### src/verilog/hdlrx_pkg.sv
package hdlrx_pkg;

  // ==========================================================================
  // FIFO geometry
  localparam int unsigned     FIFO_DEPTH = 128;
  localparam int unsigned     FIFO_AW    = 7;
  localparam logic [7:0]      FIFO_FULL  = 8'h80;
  localparam logic [7:0]      FIFO_NONE  = 8'h00;

  // ==========================================================================
  // Register byte offsets, decoded from haddr[7:0]
  localparam logic [7:0]      REG_CFG    = 8'h00;
  localparam logic [7:0]      REG_INTCTL = 8'h04;
  localparam logic [7:0]      REG_STATUS = 8'h08;
  localparam logic [7:0]      REG_DATA   = 8'h0C;
  localparam logic [7:0]      REG_ADDR   = 8'h10;

  // Field positions
  localparam int unsigned     CFG_EN        = 0;
  localparam int unsigned     CFG_MATCH     = 1;
  localparam int unsigned     INT_THR_LSB   = 0;
  localparam int unsigned     INT_THR_MSB   = 6;
  localparam int unsigned     INT_OE        = 7;
  localparam int unsigned     ST_EMPTY      = 0;
  localparam int unsigned     ST_PKT        = 1;
  localparam int unsigned     ST_LINK_STATE_CHANGED       = 2;
  localparam int unsigned     ST_IRQ        = 3;
  localparam int unsigned     ST_OVR        = 4;
  localparam int unsigned     ST_TAG_LSB    = 5;
  localparam int unsigned     ST_TAG_MSB    = 7;
  localparam int unsigned     ST_LINK_UP    = 8;
  localparam int unsigned     ADDR_PRI_LSB  = 0;
  localparam int unsigned     ADDR_SEC_LSB  = 8;
  localparam int unsigned     ADDR_UNI_LSB  = 16;
  localparam int unsigned     HTRANS_ACTIVE = 1;

  // ==========================================================================
  // Byte tags and line codes
  localparam logic [2:0]      TAG_DATA   = 3'b000;
  localparam logic [2:0]      TAG_LINKUP = 3'b001;
  localparam logic [2:0]      TAG_ABORT  = 3'b010;
  localparam logic            TAG_EOP    = 1'b1;
  localparam logic [7:0]      DUMMY_BYTE = 8'h00;
  localparam logic [2:0]      ONES_IDLE  = 3'h7;
  localparam logic [2:0]      ONES_FLAG  = 3'h6;
  localparam logic [2:0]      ONES_STUFF = 3'h5;
  localparam logic [2:0]      BIT_LAST   = 3'h7;
  localparam logic [15:0]     CRC_INIT   = 16'hFFFF;
  localparam logic [15:0]     CRC_POLY   = 16'h8408;
  localparam logic [15:0]     CRC_GOOD   = 16'hF0B8;

  typedef enum logic [1:0] {
    LS_DOWN = 2'b01,
    LS_UP   = 2'b10
  } hdlrx_link_e;

  typedef struct packed {
    logic [7:0] data;
    logic [2:0] tag;
  } hdlrx_entry_s;

  typedef struct packed {
    hdlrx_link_e       link;
    logic              enable;
    logic              match_en;
    logic              irq_output_enable;
    logic [6:0]        thresh;
    logic [23:0]       addrs;
    logic [2:0]        clk_sync;
    logic [2:0]        dat_sync;
    logic              clk_filt;
    logic              dat_filt;
    logic [2:0]        ones;
    logic [7:0]        shreg;
    logic [2:0]        bitcnt;
    logic [15:0]       crc;
    logic [15:0]       crc_byte;
    logic [7:0]        hold;
    logic              hold_valid;
    logic              first;
    logic              drop;
    logic [FIFO_AW-1:0] wr_ptr;
    logic [FIFO_AW-1:0] rd_ptr;
    logic [7:0]        count;
    logic [2:0]        last_tag;
    logic              pkt;
    logic              link_state_changed;
    logic              fifo_overrun;
    logic              link_irq;
    logic              fill_irq;
    logic              dp_write;
    logic [7:0]        dp_addr;
    logic [31:0]       rdata;
    logic              hready;
    logic              irq_n;
    logic              irq_oe_n;
  } hdlrx_state_s;

  localparam hdlrx_state_s RST_STATE = '{
    link:     LS_DOWN,
    ones:     ONES_IDLE,
    crc:      CRC_INIT,
    crc_byte: CRC_INIT,
    first:    1'b1,
    hready:   1'b1,
    irq_n:    1'b1,
    irq_oe_n: 1'b1,
    default:  '0
  };

endpackage : hdlrx_pkg
### src/verilog/hdlrx_link_receiver.sv
`timescale 1ns/100ps

// Contract
// - Enable resets to zero, receiver disabled.
// - Interrupt pin undriven unless output enabled.
// - On enable assume idle, hunt flags.
// - First flag pushes link-up marker, interrupts.
// - Abort pushes link-down marker, interrupts.
// - Link change sets change-of-link-status bit.
// - Packet end sets packet bit; read clears.
// - Status after last byte shows end tag.
// - Fill above threshold interrupts until emptied.
// - Seven-bit threshold in interrupt control register.
// - Overrun sets flag, resets FIFO pointers.
// - Three-bit tag per FIFO byte.
// - Status holds FIFO-empty bit.
// - Interrupt pin is active-low inverse.
// - Pattern 01111110 is the flag.
// - Pattern 01111111 is an abort.
// - First serial bit is octet bit zero.
// - Compare addresses to first packet octet.
module hdlrx_link_receiver (
  input  wire logic        clk,
  input  wire logic        rst,
  input  wire logic        hsel,
  input  wire logic [31:0] haddr,
  input  wire logic [1:0]  htrans,
  input  wire logic        hwrite,
  input  wire logic [2:0]  hsize,
  input  wire logic [31:0] hwdata,
  input  wire logic        hready,
  output logic             hreadyout,
  output logic             hresp,
  output logic [31:0]      hrdata,
  input  wire logic        link_clk_pin,
  input  wire logic        link_data_pin,
  output logic             irq_pin_n,
  output logic             irq_pin_oe_n
);

  // ==========================================================================
  // Helpers
  function automatic logic [15:0] crc_step(input logic [15:0] c, input logic b);
    logic fb;
    fb = c[0] ^ b;
    crc_step = fb ? ((c >> 1) ^ hdlrx_pkg::CRC_POLY) : (c >> 1);
  endfunction : crc_step

  function automatic logic irq_of(input hdlrx_pkg::hdlrx_state_s s);
    irq_of = s.enable & (s.pkt | s.link_irq | s.fill_irq | s.fifo_overrun);
  endfunction : irq_of

  // ==========================================================================
  // State
  hdlrx_pkg::hdlrx_state_s st_q;
  hdlrx_pkg::hdlrx_state_s st_d;
  hdlrx_pkg::hdlrx_entry_s mem [hdlrx_pkg::FIFO_DEPTH];
  hdlrx_pkg::hdlrx_entry_s head;
  hdlrx_pkg::hdlrx_entry_s push_e;
  logic                    push;
  logic                    pop;
  logic                    wr_en;
  logic                    bit_ev;
  logic                    bit_v;
  logic                    do_shift;
  logic                    frame_rst;
  logic                    drop_n;
  logic                    mismatch;
  logic [7:0]              new_byte;
  logic [15:0]             crc_n;

  assign head = mem[st_q.rd_ptr];

  always_comb begin
    st_d      = st_q;
    push      = 1'b0;
    push_e    = '0;
    pop       = 1'b0;
    wr_en     = 1'b0;
    do_shift  = 1'b0;
    frame_rst = 1'b0;
    drop_n    = st_q.drop;
    mismatch  = 1'b0;
    new_byte  = {bit_v, st_q.shreg[7:1]};
    crc_n     = st_q.crc;

    // ========================================================================
    // Pin sampling: a level counts once the last two stages agree
    st_d.clk_sync = {st_q.clk_sync[1:0], link_clk_pin};
    st_d.dat_sync = {st_q.dat_sync[1:0], link_data_pin};
    if (st_q.clk_sync[2] == st_q.clk_sync[1]) begin
      st_d.clk_filt = st_q.clk_sync[2];
    end
    if (st_q.dat_sync[2] == st_q.dat_sync[1]) begin
      st_d.dat_filt = st_q.dat_sync[2];
    end
    bit_ev   = st_d.clk_filt & ~st_q.clk_filt;
    bit_v    = st_d.dat_filt;
    new_byte = {bit_v, st_q.shreg[7:1]};

    // ========================================================================
    // Bus write data phase
    st_d.dp_write = 1'b0;
    if (st_q.dp_write) begin
      unique case (st_q.dp_addr)
        hdlrx_pkg::REG_CFG: begin
          st_d.enable   = hwdata[hdlrx_pkg::CFG_EN];
          st_d.match_en = hwdata[hdlrx_pkg::CFG_MATCH];
        end
        hdlrx_pkg::REG_INTCTL: begin
          st_d.thresh = hwdata[hdlrx_pkg::INT_THR_MSB:hdlrx_pkg::INT_THR_LSB];
          st_d.irq_output_enable   = hwdata[hdlrx_pkg::INT_OE];
        end
        hdlrx_pkg::REG_ADDR: begin
          st_d.addrs = hwdata[23:0];
        end
        default: begin
        end
      endcase
    end

    // ========================================================================
    // Bus address phase; reads answer in the next cycle with zero waits.
    // Accesses are taken at bus speed; pacing them is left to the host
    if (hsel && hready && htrans[hdlrx_pkg::HTRANS_ACTIVE]) begin
      if (hwrite) begin
        st_d.dp_write = 1'b1;
        st_d.dp_addr  = haddr[7:0];
      end else begin
        st_d.rdata = '0;
        unique case (haddr[7:0])
          hdlrx_pkg::REG_CFG: begin
            st_d.rdata[hdlrx_pkg::CFG_EN]    = st_q.enable;
            st_d.rdata[hdlrx_pkg::CFG_MATCH] = st_q.match_en;
          end
          hdlrx_pkg::REG_INTCTL: begin
            st_d.rdata[hdlrx_pkg::INT_THR_MSB:hdlrx_pkg::INT_THR_LSB] = st_q.thresh;
            st_d.rdata[hdlrx_pkg::INT_OE] = st_q.irq_output_enable;
          end
          hdlrx_pkg::REG_STATUS: begin
            st_d.rdata[hdlrx_pkg::ST_EMPTY] = (st_q.count == hdlrx_pkg::FIFO_NONE);
            st_d.rdata[hdlrx_pkg::ST_PKT]   = st_q.pkt;
            st_d.rdata[hdlrx_pkg::ST_LINK_STATE_CHANGED]  = st_q.link_state_changed;
            st_d.rdata[hdlrx_pkg::ST_IRQ]   = irq_of(st_q);
            st_d.rdata[hdlrx_pkg::ST_OVR]   = st_q.fifo_overrun;
            st_d.rdata[hdlrx_pkg::ST_TAG_MSB:hdlrx_pkg::ST_TAG_LSB] = st_q.last_tag;
            st_d.rdata[hdlrx_pkg::ST_LINK_UP] = (st_q.link == hdlrx_pkg::LS_UP);
            // Read-to-clear; any set below in this cycle still wins
            st_d.pkt  = 1'b0;
            st_d.link_state_changed = 1'b0;
            st_d.fifo_overrun  = 1'b0;
          end
          hdlrx_pkg::REG_DATA: begin
            if (st_q.count != hdlrx_pkg::FIFO_NONE) begin
              st_d.rdata[7:0] = head.data;
              st_d.last_tag   = head.tag;
              pop             = 1'b1;
            end
          end
          hdlrx_pkg::REG_ADDR: begin
            st_d.rdata[23:0] = st_q.addrs;
          end
          default: begin
          end
        endcase
      end
    end

    // ========================================================================
    // Serial link
    if (!st_q.enable) begin
      // Held idle so that enabling starts a clean flag hunt
      st_d.link     = hdlrx_pkg::LS_DOWN;
      st_d.ones     = hdlrx_pkg::ONES_IDLE;
      frame_rst     = 1'b1;
      st_d.pkt      = 1'b0;
      st_d.link_state_changed     = 1'b0;
      st_d.fifo_overrun      = 1'b0;
      st_d.link_irq = 1'b0;
      st_d.fill_irq = 1'b0;
    end else if (bit_ev) begin
      if (bit_v) begin
        if (st_q.ones != hdlrx_pkg::ONES_IDLE) begin
          st_d.ones = st_q.ones + 3'h1;
        end
        if (st_q.ones == hdlrx_pkg::ONES_FLAG) begin
          // Seventh one in a row: abort
          frame_rst = 1'b1;
          if (st_q.link == hdlrx_pkg::LS_UP) begin
            push          = 1'b1;
            push_e        = '{data: hdlrx_pkg::DUMMY_BYTE, tag: hdlrx_pkg::TAG_ABORT};
            st_d.link     = hdlrx_pkg::LS_DOWN;
            st_d.link_state_changed     = 1'b1;
            st_d.link_irq = 1'b1;
          end
        end else if (st_q.link == hdlrx_pkg::LS_UP) begin
          do_shift = 1'b1;
        end
      end else begin
        st_d.ones = '0;
        if (st_q.ones == hdlrx_pkg::ONES_FLAG) begin
          frame_rst = 1'b1;
          if (st_q.link == hdlrx_pkg::LS_DOWN) begin
            push          = 1'b1;
            push_e        = '{data: hdlrx_pkg::DUMMY_BYTE, tag: hdlrx_pkg::TAG_LINKUP};
            st_d.link     = hdlrx_pkg::LS_UP;
            st_d.link_state_changed     = 1'b1;
            st_d.link_irq = 1'b1;
          end else if (st_q.hold_valid && !st_q.drop) begin
            // Closing flag: the held byte is the last one of the packet
            push        = 1'b1;
            push_e.data = st_q.hold;
            push_e.tag  = {hdlrx_pkg::TAG_EOP,
                           st_q.crc_byte != hdlrx_pkg::CRC_GOOD,
                           st_q.bitcnt != hdlrx_pkg::BIT_LAST};
            st_d.pkt    = 1'b1;
          end
        end else if (st_q.ones != hdlrx_pkg::ONES_STUFF &&
                     st_q.link == hdlrx_pkg::LS_UP) begin
          do_shift = 1'b1;
        end
      end
    end

    // Data bit: bits enter at the top so the first one ends up in bit zero
    if (do_shift) begin
      crc_n       = crc_step(st_q.crc, bit_v);
      st_d.crc    = crc_n;
      st_d.shreg  = new_byte;
      st_d.bitcnt = st_q.bitcnt + 3'h1;
      if (st_q.bitcnt == hdlrx_pkg::BIT_LAST) begin
        // Residue is checked at a byte boundary; in a byte-aligned frame the flag bits never reach it
        st_d.crc_byte = crc_n;
        st_d.first    = 1'b0;
        mismatch = (new_byte != st_q.addrs[hdlrx_pkg::ADDR_PRI_LSB +: 8]) &&
                   (new_byte != st_q.addrs[hdlrx_pkg::ADDR_SEC_LSB +: 8]) &&
                   (new_byte != st_q.addrs[hdlrx_pkg::ADDR_UNI_LSB +: 8]);
        drop_n = st_q.drop | (st_q.first & st_q.match_en & mismatch);
        st_d.drop = drop_n;
        if (!drop_n) begin
          // One byte is held back so the end tag can land on it
          if (st_q.hold_valid) begin
            push   = 1'b1;
            push_e = '{data: st_q.hold, tag: hdlrx_pkg::TAG_DATA};
          end
          st_d.hold       = new_byte;
          st_d.hold_valid = 1'b1;
        end
      end
    end

    if (frame_rst) begin
      st_d.bitcnt     = '0;
      st_d.crc        = hdlrx_pkg::CRC_INIT;
      st_d.hold_valid = 1'b0;
      st_d.first      = 1'b1;
      st_d.drop       = 1'b0;
    end

    // ========================================================================
    // FIFO pointers; push only ever happens while enabled
    if (pop) begin
      st_d.rd_ptr = st_q.rd_ptr + 7'h01;
    end
    if (push && !pop && st_q.count == hdlrx_pkg::FIFO_FULL) begin
      // Overrun discards everything held, including the frame in progress
      st_d.fifo_overrun    = 1'b1;
      st_d.wr_ptr = '0;
      st_d.rd_ptr = '0;
      st_d.count  = '0;
      if (st_d.hold_valid) begin
        st_d.drop       = 1'b1;
        st_d.hold_valid = 1'b0;
      end
    end else begin
      wr_en = push;
      if (push) begin
        st_d.wr_ptr = st_q.wr_ptr + 7'h01;
      end
      st_d.count = st_q.count + {7'h00, push} - {7'h00, pop};
    end

    // ========================================================================
    // Interrupt sources; a set always beats a clear
    if (st_d.count == hdlrx_pkg::FIFO_NONE) begin
      st_d.fill_irq = 1'b0;
      if (!push) begin
        st_d.link_irq = 1'b0;
      end
    end
    if (st_q.enable && st_d.count > {1'b0, st_q.thresh}) begin
      st_d.fill_irq = 1'b1;
    end

    st_d.hready   = 1'b1;
    st_d.irq_n    = ~irq_of(st_d);
    st_d.irq_oe_n = ~st_d.irq_output_enable;
  end

  // ==========================================================================
  // Registers
  always_ff @(posedge clk) begin
    if (rst) begin
      st_q <= hdlrx_pkg::RST_STATE;
    end else begin
      st_q <= st_d;
    end
  end

  // Entries are only addressed below the pointers, so no reset is needed
  always_ff @(posedge clk) begin
    if (wr_en) begin
      mem[st_q.wr_ptr] <= push_e;
    end
  end

  assign hreadyout    = st_q.hready;
  assign hresp        = 1'b0;
  assign hrdata       = st_q.rdata;
  assign irq_pin_n    = st_q.irq_n;
  assign irq_pin_oe_n = st_q.irq_oe_n;

endmodule : hdlrx_link_receiver

### config.mk
export PLATFORM = sky130hd
export DESIGN_NAME = hdlrx_link_receiver
export DESIGN_NICKNAME = d
export VERILOG_FILES = /design/src/verilog/hdlrx_pkg.sv /design/src/verilog/hdlrx_link_receiver.sv
export SDC_FILE = /design/constraint.sdc
export NUM_CORES = 2
export LEC_CHECK = 0
export BUFFER_PORTS_ARGS = -buffer_cell sky130_fd_sc_hd__buf_2
export CORE_MARGIN = 2
export CORE_UTILIZATION = 50
export DETAILED_ROUTE_END_ITERATION = 16
export GPL_TIMING_DRIVEN = 0
export MAX_ROUTING_LAYER = met4
export PLACE_DENSITY = 0.66
export SLEW_MARGIN = 25
export SYNTH_ARGS = -nofsm -noshare
export SYNTH_HDL_FRONTEND = slang
export SYNTH_SLANG_ARGS = --single-unit
### constraint.sdc
create_clock -name clk -period 12.08 [get_ports clk]
set_input_delay 1.208 -clock clk [delete_from_list [all_inputs] [get_ports clk]]
set_output_delay 1.208 -clock clk [all_outputs]
set_load 0.02 [all_outputs]
==> impl_metrics.csv <==
group,metric,value,unit
worst_setup_path,rr_startpoint,"st_q[128]",
sta,rsz_0062_raised_after_global_routing,"false",
cts,cts_tree,"done",
grt,overflow,0,
floorplanning,die_h,357,um
worst_setup_path,path_buf_inv,4,
cts,cts_max_path_bufs,3,
worst_setup_path,crit_path_max_fanout,10,
route,met1_wire_length,65.4,mm
power_and_ir_drop,leakagePower,21.3,nW
worst_setup_path,critPathMaxStageDelay,600,ps
synthesis,synth.yosys.warnings,0,
min_path,worstHoldStart,"st_d[137]",
finish,layout_commonest_cell,"sky130_fd_sc_hd__edfxtp_1",
sta,hold_viol_final,0,
cts,clock_insertion_delay_worst_skew,790,ps
grt,grt.total_usage,27.9,%
grt,first_pass_grt_wire_length,240,mm
synthesis,synth.lib_cells_used.distinct,74,
finish,post_route_cells_drive_above_1_share,29.2,%
worst_setup_path,crit_path_frequent_cell,"sky130_fd_sc_hd__ha_1",
finish,final_nets,3562,
route,routedWlPerCell,32.8,um
worst_setup_path,setup.worst_path.start_class,"input port",
sta,postLayoutSetupSlackWorst,6330,ps
worst_setup_path,end_kind,"flip-flop",
floorplanning,die_w,357,um
floorplanning,ioPinCount,112,
placed_design,dp_hpwl,116,mm
synthesis,post_synthesis_async_set_or_reset_flop_share,0,%
synthesis,seq_area_frac_synth,73.5,%
route,drt_pass1_iterations,9,
floorplanning,core_area,124000,sq um
floorplanning,site_row_count,129,
worst_setup_path,rr_worst_depth,22,
synthesis,post_synth_inst_count,3177,
grt,vias_in_the_first_global_route,32717,
route,routed_wl,171,mm
floorplanning,initial_util,50.3,%
worst_setup_path,cp.arrival,6450,ps
route,routed_via_density,6.37,
worst_setup_path,crit_path_start,"haddr[1]",
flow_run,cap_violations,0,
cts,cts_max_level,4,
synthesis,synth_top_area_share,68.0,%
cts,clock-sinks,1580,
min_path,min_to,"st_d[138]",
route,route.met2.wl,80.8,mm
cts,total_setup_buffers_inserted_after_cts,0,
finish,synthToLayoutAreaGrowth,14.0,%
route,final_antenna_net_count,0,
outcome,status,"completed",
grt,number_of_antenna_violations_at_the_first_check_in_global_routing,6,
cts,cts.reportedPaths.clkPinSlew,60,ps
route,drc_violation_count_after_routing,0,
synthesis,postSynthRegisterBits,1580,
worst_setup_path,ff2ff_setup_slack,6660,ps
power_and_ir_drop,p_per_area,150,nW/um^2
power_and_ir_drop,report.power.total,0.0106,W
worst_setup_path,timing_worst_setup_path_type,"in2reg",
worst_setup_path,crit_cells,20,
placed_design,gp_congestion,0.945,
route,route.vias.total,33243,
synthesis,dominantRegCellSynth,"sky130_fd_sc_hd__edfxtp_1",
synthesis,synth_area_leader_cell,"sky130_fd_sc_hd__edfxtp_1",
cts,postCtsResizedCells,0,
cts,hold_buffers,0,
worst_setup_path,worst_path_dominant_cell_family,"simple AND/OR/NAND/NOR gates",
sta,post-route-period-util,47.6,%
placed_design,detailedPlace.worstSlack,5640,ps
sta,fin_crit,5750,ps
sta,worstMarginPinSlew,1160,ps
cts,tritoncts.num_buffers,157,
sta,final_setup_fails,0,
sta,timing.final.max_slew_violations,0,
route,dr.first_iter.drc_count,4611,
synthesis,yosys-top-cells-area,"sky130_fd_sc_hd__edfxtp_1, sky130_fd_sc_hd__mux4_2, sky130_fd_sc_hd__dfxtp_1",
route,top_signal_layer_used,"met4",
sta,finalClockSkew,36.3,ps
cts,ctsRootBufferMaster,"sky130_fd_sc_hd__clkbuf_16",
synthesis,synthesis.area_per_instance,19.6,sq um
worst_setup_path,critPathSlowestCell,"sky130_fd_sc_hd__or4_1",
finish,post-route-cell-area,70900,sq um
finish,most-common-layout-cells,"sky130_fd_sc_hd__edfxtp_1, sky130_fd_sc_hd__mux4_2, sky130_fd_sc_hd__dfxtp_1",
synthesis,number_of_flops_mapped_to_enable_cells_by_yosys,1408,
floorplanning,floorplan.die_area,127000,sq um
sta,fmax,0.174,GHz
sta,max-slew-margin-rel,22.6,%
worst_setup_path,crit-reg2reg-capture,"irq_pin_n",
route,detailroute.wirelength.met3,17.8,mm
worst_setup_path,cp_cell_sequence,"buf_2, or4_1, nor4b_2, nand3_1, inv_1, clkbuf_1, ha_1, inv_1, ha_1, fa_1, a211o_1, a31oi_1, o21bai_1, xor2_1, and2_1, ha_1, o22ai_1, a21oi_1, o311ai_0, o311a_1",
placed_design,placed_area,66000,sq um
sta,hold_slack,452,ps
placed_design,count_of_input_and_output_buffers,64,
power_and_ir_drop,vdd.ir_drop.worst,0.000111,V
min_path,hold_path_class,"reg2reg",
worst_setup_path,critPathRequiredTime,12780,ps
min_path,min_path_cells,1,
synthesis,mappedNetlistArea,62200,sq um
grt,grt_start_max_net_pins,79,
routing by layer:
metal	global-route usage, %	vias to the layer above
li1	-	13374
met1	37.1	17443
met2	42.5	2066
met3	6.06	360
met4	10.7	0
met5	-	-
cell usage after synthesis, types with 17 or more instances:
| master | number |
|---|---|
| sky130_fd_sc_hd__edfxtp_1 | 1408 |
| sky130_fd_sc_hd__mux4_2 | 435 |
| sky130_fd_sc_hd__nor2_1 | 221 |
| sky130_fd_sc_hd__dfxtp_1 | 172 |
| sky130_fd_sc_hd__nand2_1 | 155 |
| sky130_fd_sc_hd__clkbuf_1 | 100 |
| sky130_fd_sc_hd__mux2i_1 | 71 |
| sky130_fd_sc_hd__a21oi_1 | 69 |
| sky130_fd_sc_hd__nand3_1 | 48 |
| sky130_fd_sc_hd__buf_2 | 45 |
| sky130_fd_sc_hd__buf_4 | 41 |
| sky130_fd_sc_hd__nor2b_1 | 35 |
| sky130_fd_sc_hd__xor2_1 | 29 |
| sky130_fd_sc_hd__ha_1 | 28 |
| sky130_fd_sc_hd__inv_1 | 27 |
| sky130_fd_sc_hd__nor3_1 | 21 |
| sky130_fd_sc_hd__nand3b_1 | 20 |
| sky130_fd_sc_hd__buf_1 | 19 |
| sky130_fd_sc_hd__o21ai_0 | 17 |
worst register-to-register path, cell delays in order, from the launching register on:
cell and delay, ps:
sky130_fd_sc_hd__dfxtp_1 410, sky130_fd_sc_hd__inv_1 70, sky130_fd_sc_hd__ha_1 200, sky130_fd_sc_hd__nand2_1 140, sky130_fd_sc_hd__o2111a_2 280, sky130_fd_sc_hd__nand2_1 200, sky130_fd_sc_hd__a311oi_4 640, sky130_fd_sc_hd__nor2_4 110
sky130_fd_sc_hd__buf_6 180, sky130_fd_sc_hd__ha_1 280, sky130_fd_sc_hd__inv_1 50, sky130_fd_sc_hd__ha_1 210, sky130_fd_sc_hd__fa_1 460, sky130_fd_sc_hd__a211o_1 320, sky130_fd_sc_hd__a31oi_1 170, sky130_fd_sc_hd__o21bai_1 90
sky130_fd_sc_hd__xor2_1 240, sky130_fd_sc_hd__and2_1 210, sky130_fd_sc_hd__ha_1 250, sky130_fd_sc_hd__o22ai_1 160, sky130_fd_sc_hd__a21oi_1 80, sky130_fd_sc_hd__o311ai_0 290, sky130_fd_sc_hd__o311a_1 290
stage by stage:
| step | util, % | cells | TNS (ps) |
|---|---|---|---|
| CTS | 57.3 | 5214 | 0 |
| floorplan | - | 3185 | 0 |
| finish | 57.4 | 5217 | 0 |
| global route | 57.4 | 5217 | 0 |
| global placement | 52.3 | 4886 | -1285100 |
| detailed placement | 53.4 | 4935 | 0 |
sequential cells by signal, indices dropped and copies added, names as in the netlist, named ones only:
register / count
irq_pin_n: 1
hrdata: 24
mem: 1408
st_q: 128
new_byte: 7
st_d: 4
irq_pin_oe_n: 1
worst max-delay path by stage:
stage	end	slack [ps]
global placement	mem[74][5]	-1690
floorplan	mem[0][10]	4530
CTS	irq_pin_n	6430
detailed placement	irq_pin_n	5640
global route	irq_pin_n	6070
finish	irq_pin_n	6330
where the power goes:
| group | internal [W] | leakage (nW) | switching [W] |
|---|---|---|---|
| combinational | 0.0000138 | 5.22 | 0.0000257 |
| sequential | 0.00586 | 13.6 | 0.00000147 |
| clock | 0.00265 | 2.40 | 0.00205 |
cell type report:
class | instances | area [sq um]
Buffer | 215 | 1130
Multi-Input combinational cell | 1363 | 15700
Inverter | 27 | 101
Tap cell | 1637 | 2050
Sequential cell | 1580 | 45700
Clock buffer | 209 | 4290
Timing Repair Buffer | 113 | 1310
Antenna cell | 3 | 7.51
Clock inverter | 70 | 618
Fill cell | 9041 | 52700
logic make-up after synthesis:
group | after synthesis | synth area share (%)
buffers and inverters | 242 | 1.93
AND/OR/NAND/NOR | 597 | 4.53
adder cells (fa/ha/maj) | 30 | 0.618
AO/OA/AOI/OAI | 170 | 1.77
flip-flops | 1580 | 73.5
XOR/XNOR | 41 | 0.577
multiplexers | 515 | 17.1
other | 2 | 0.0121
Power figures use the tool's default switching activity.
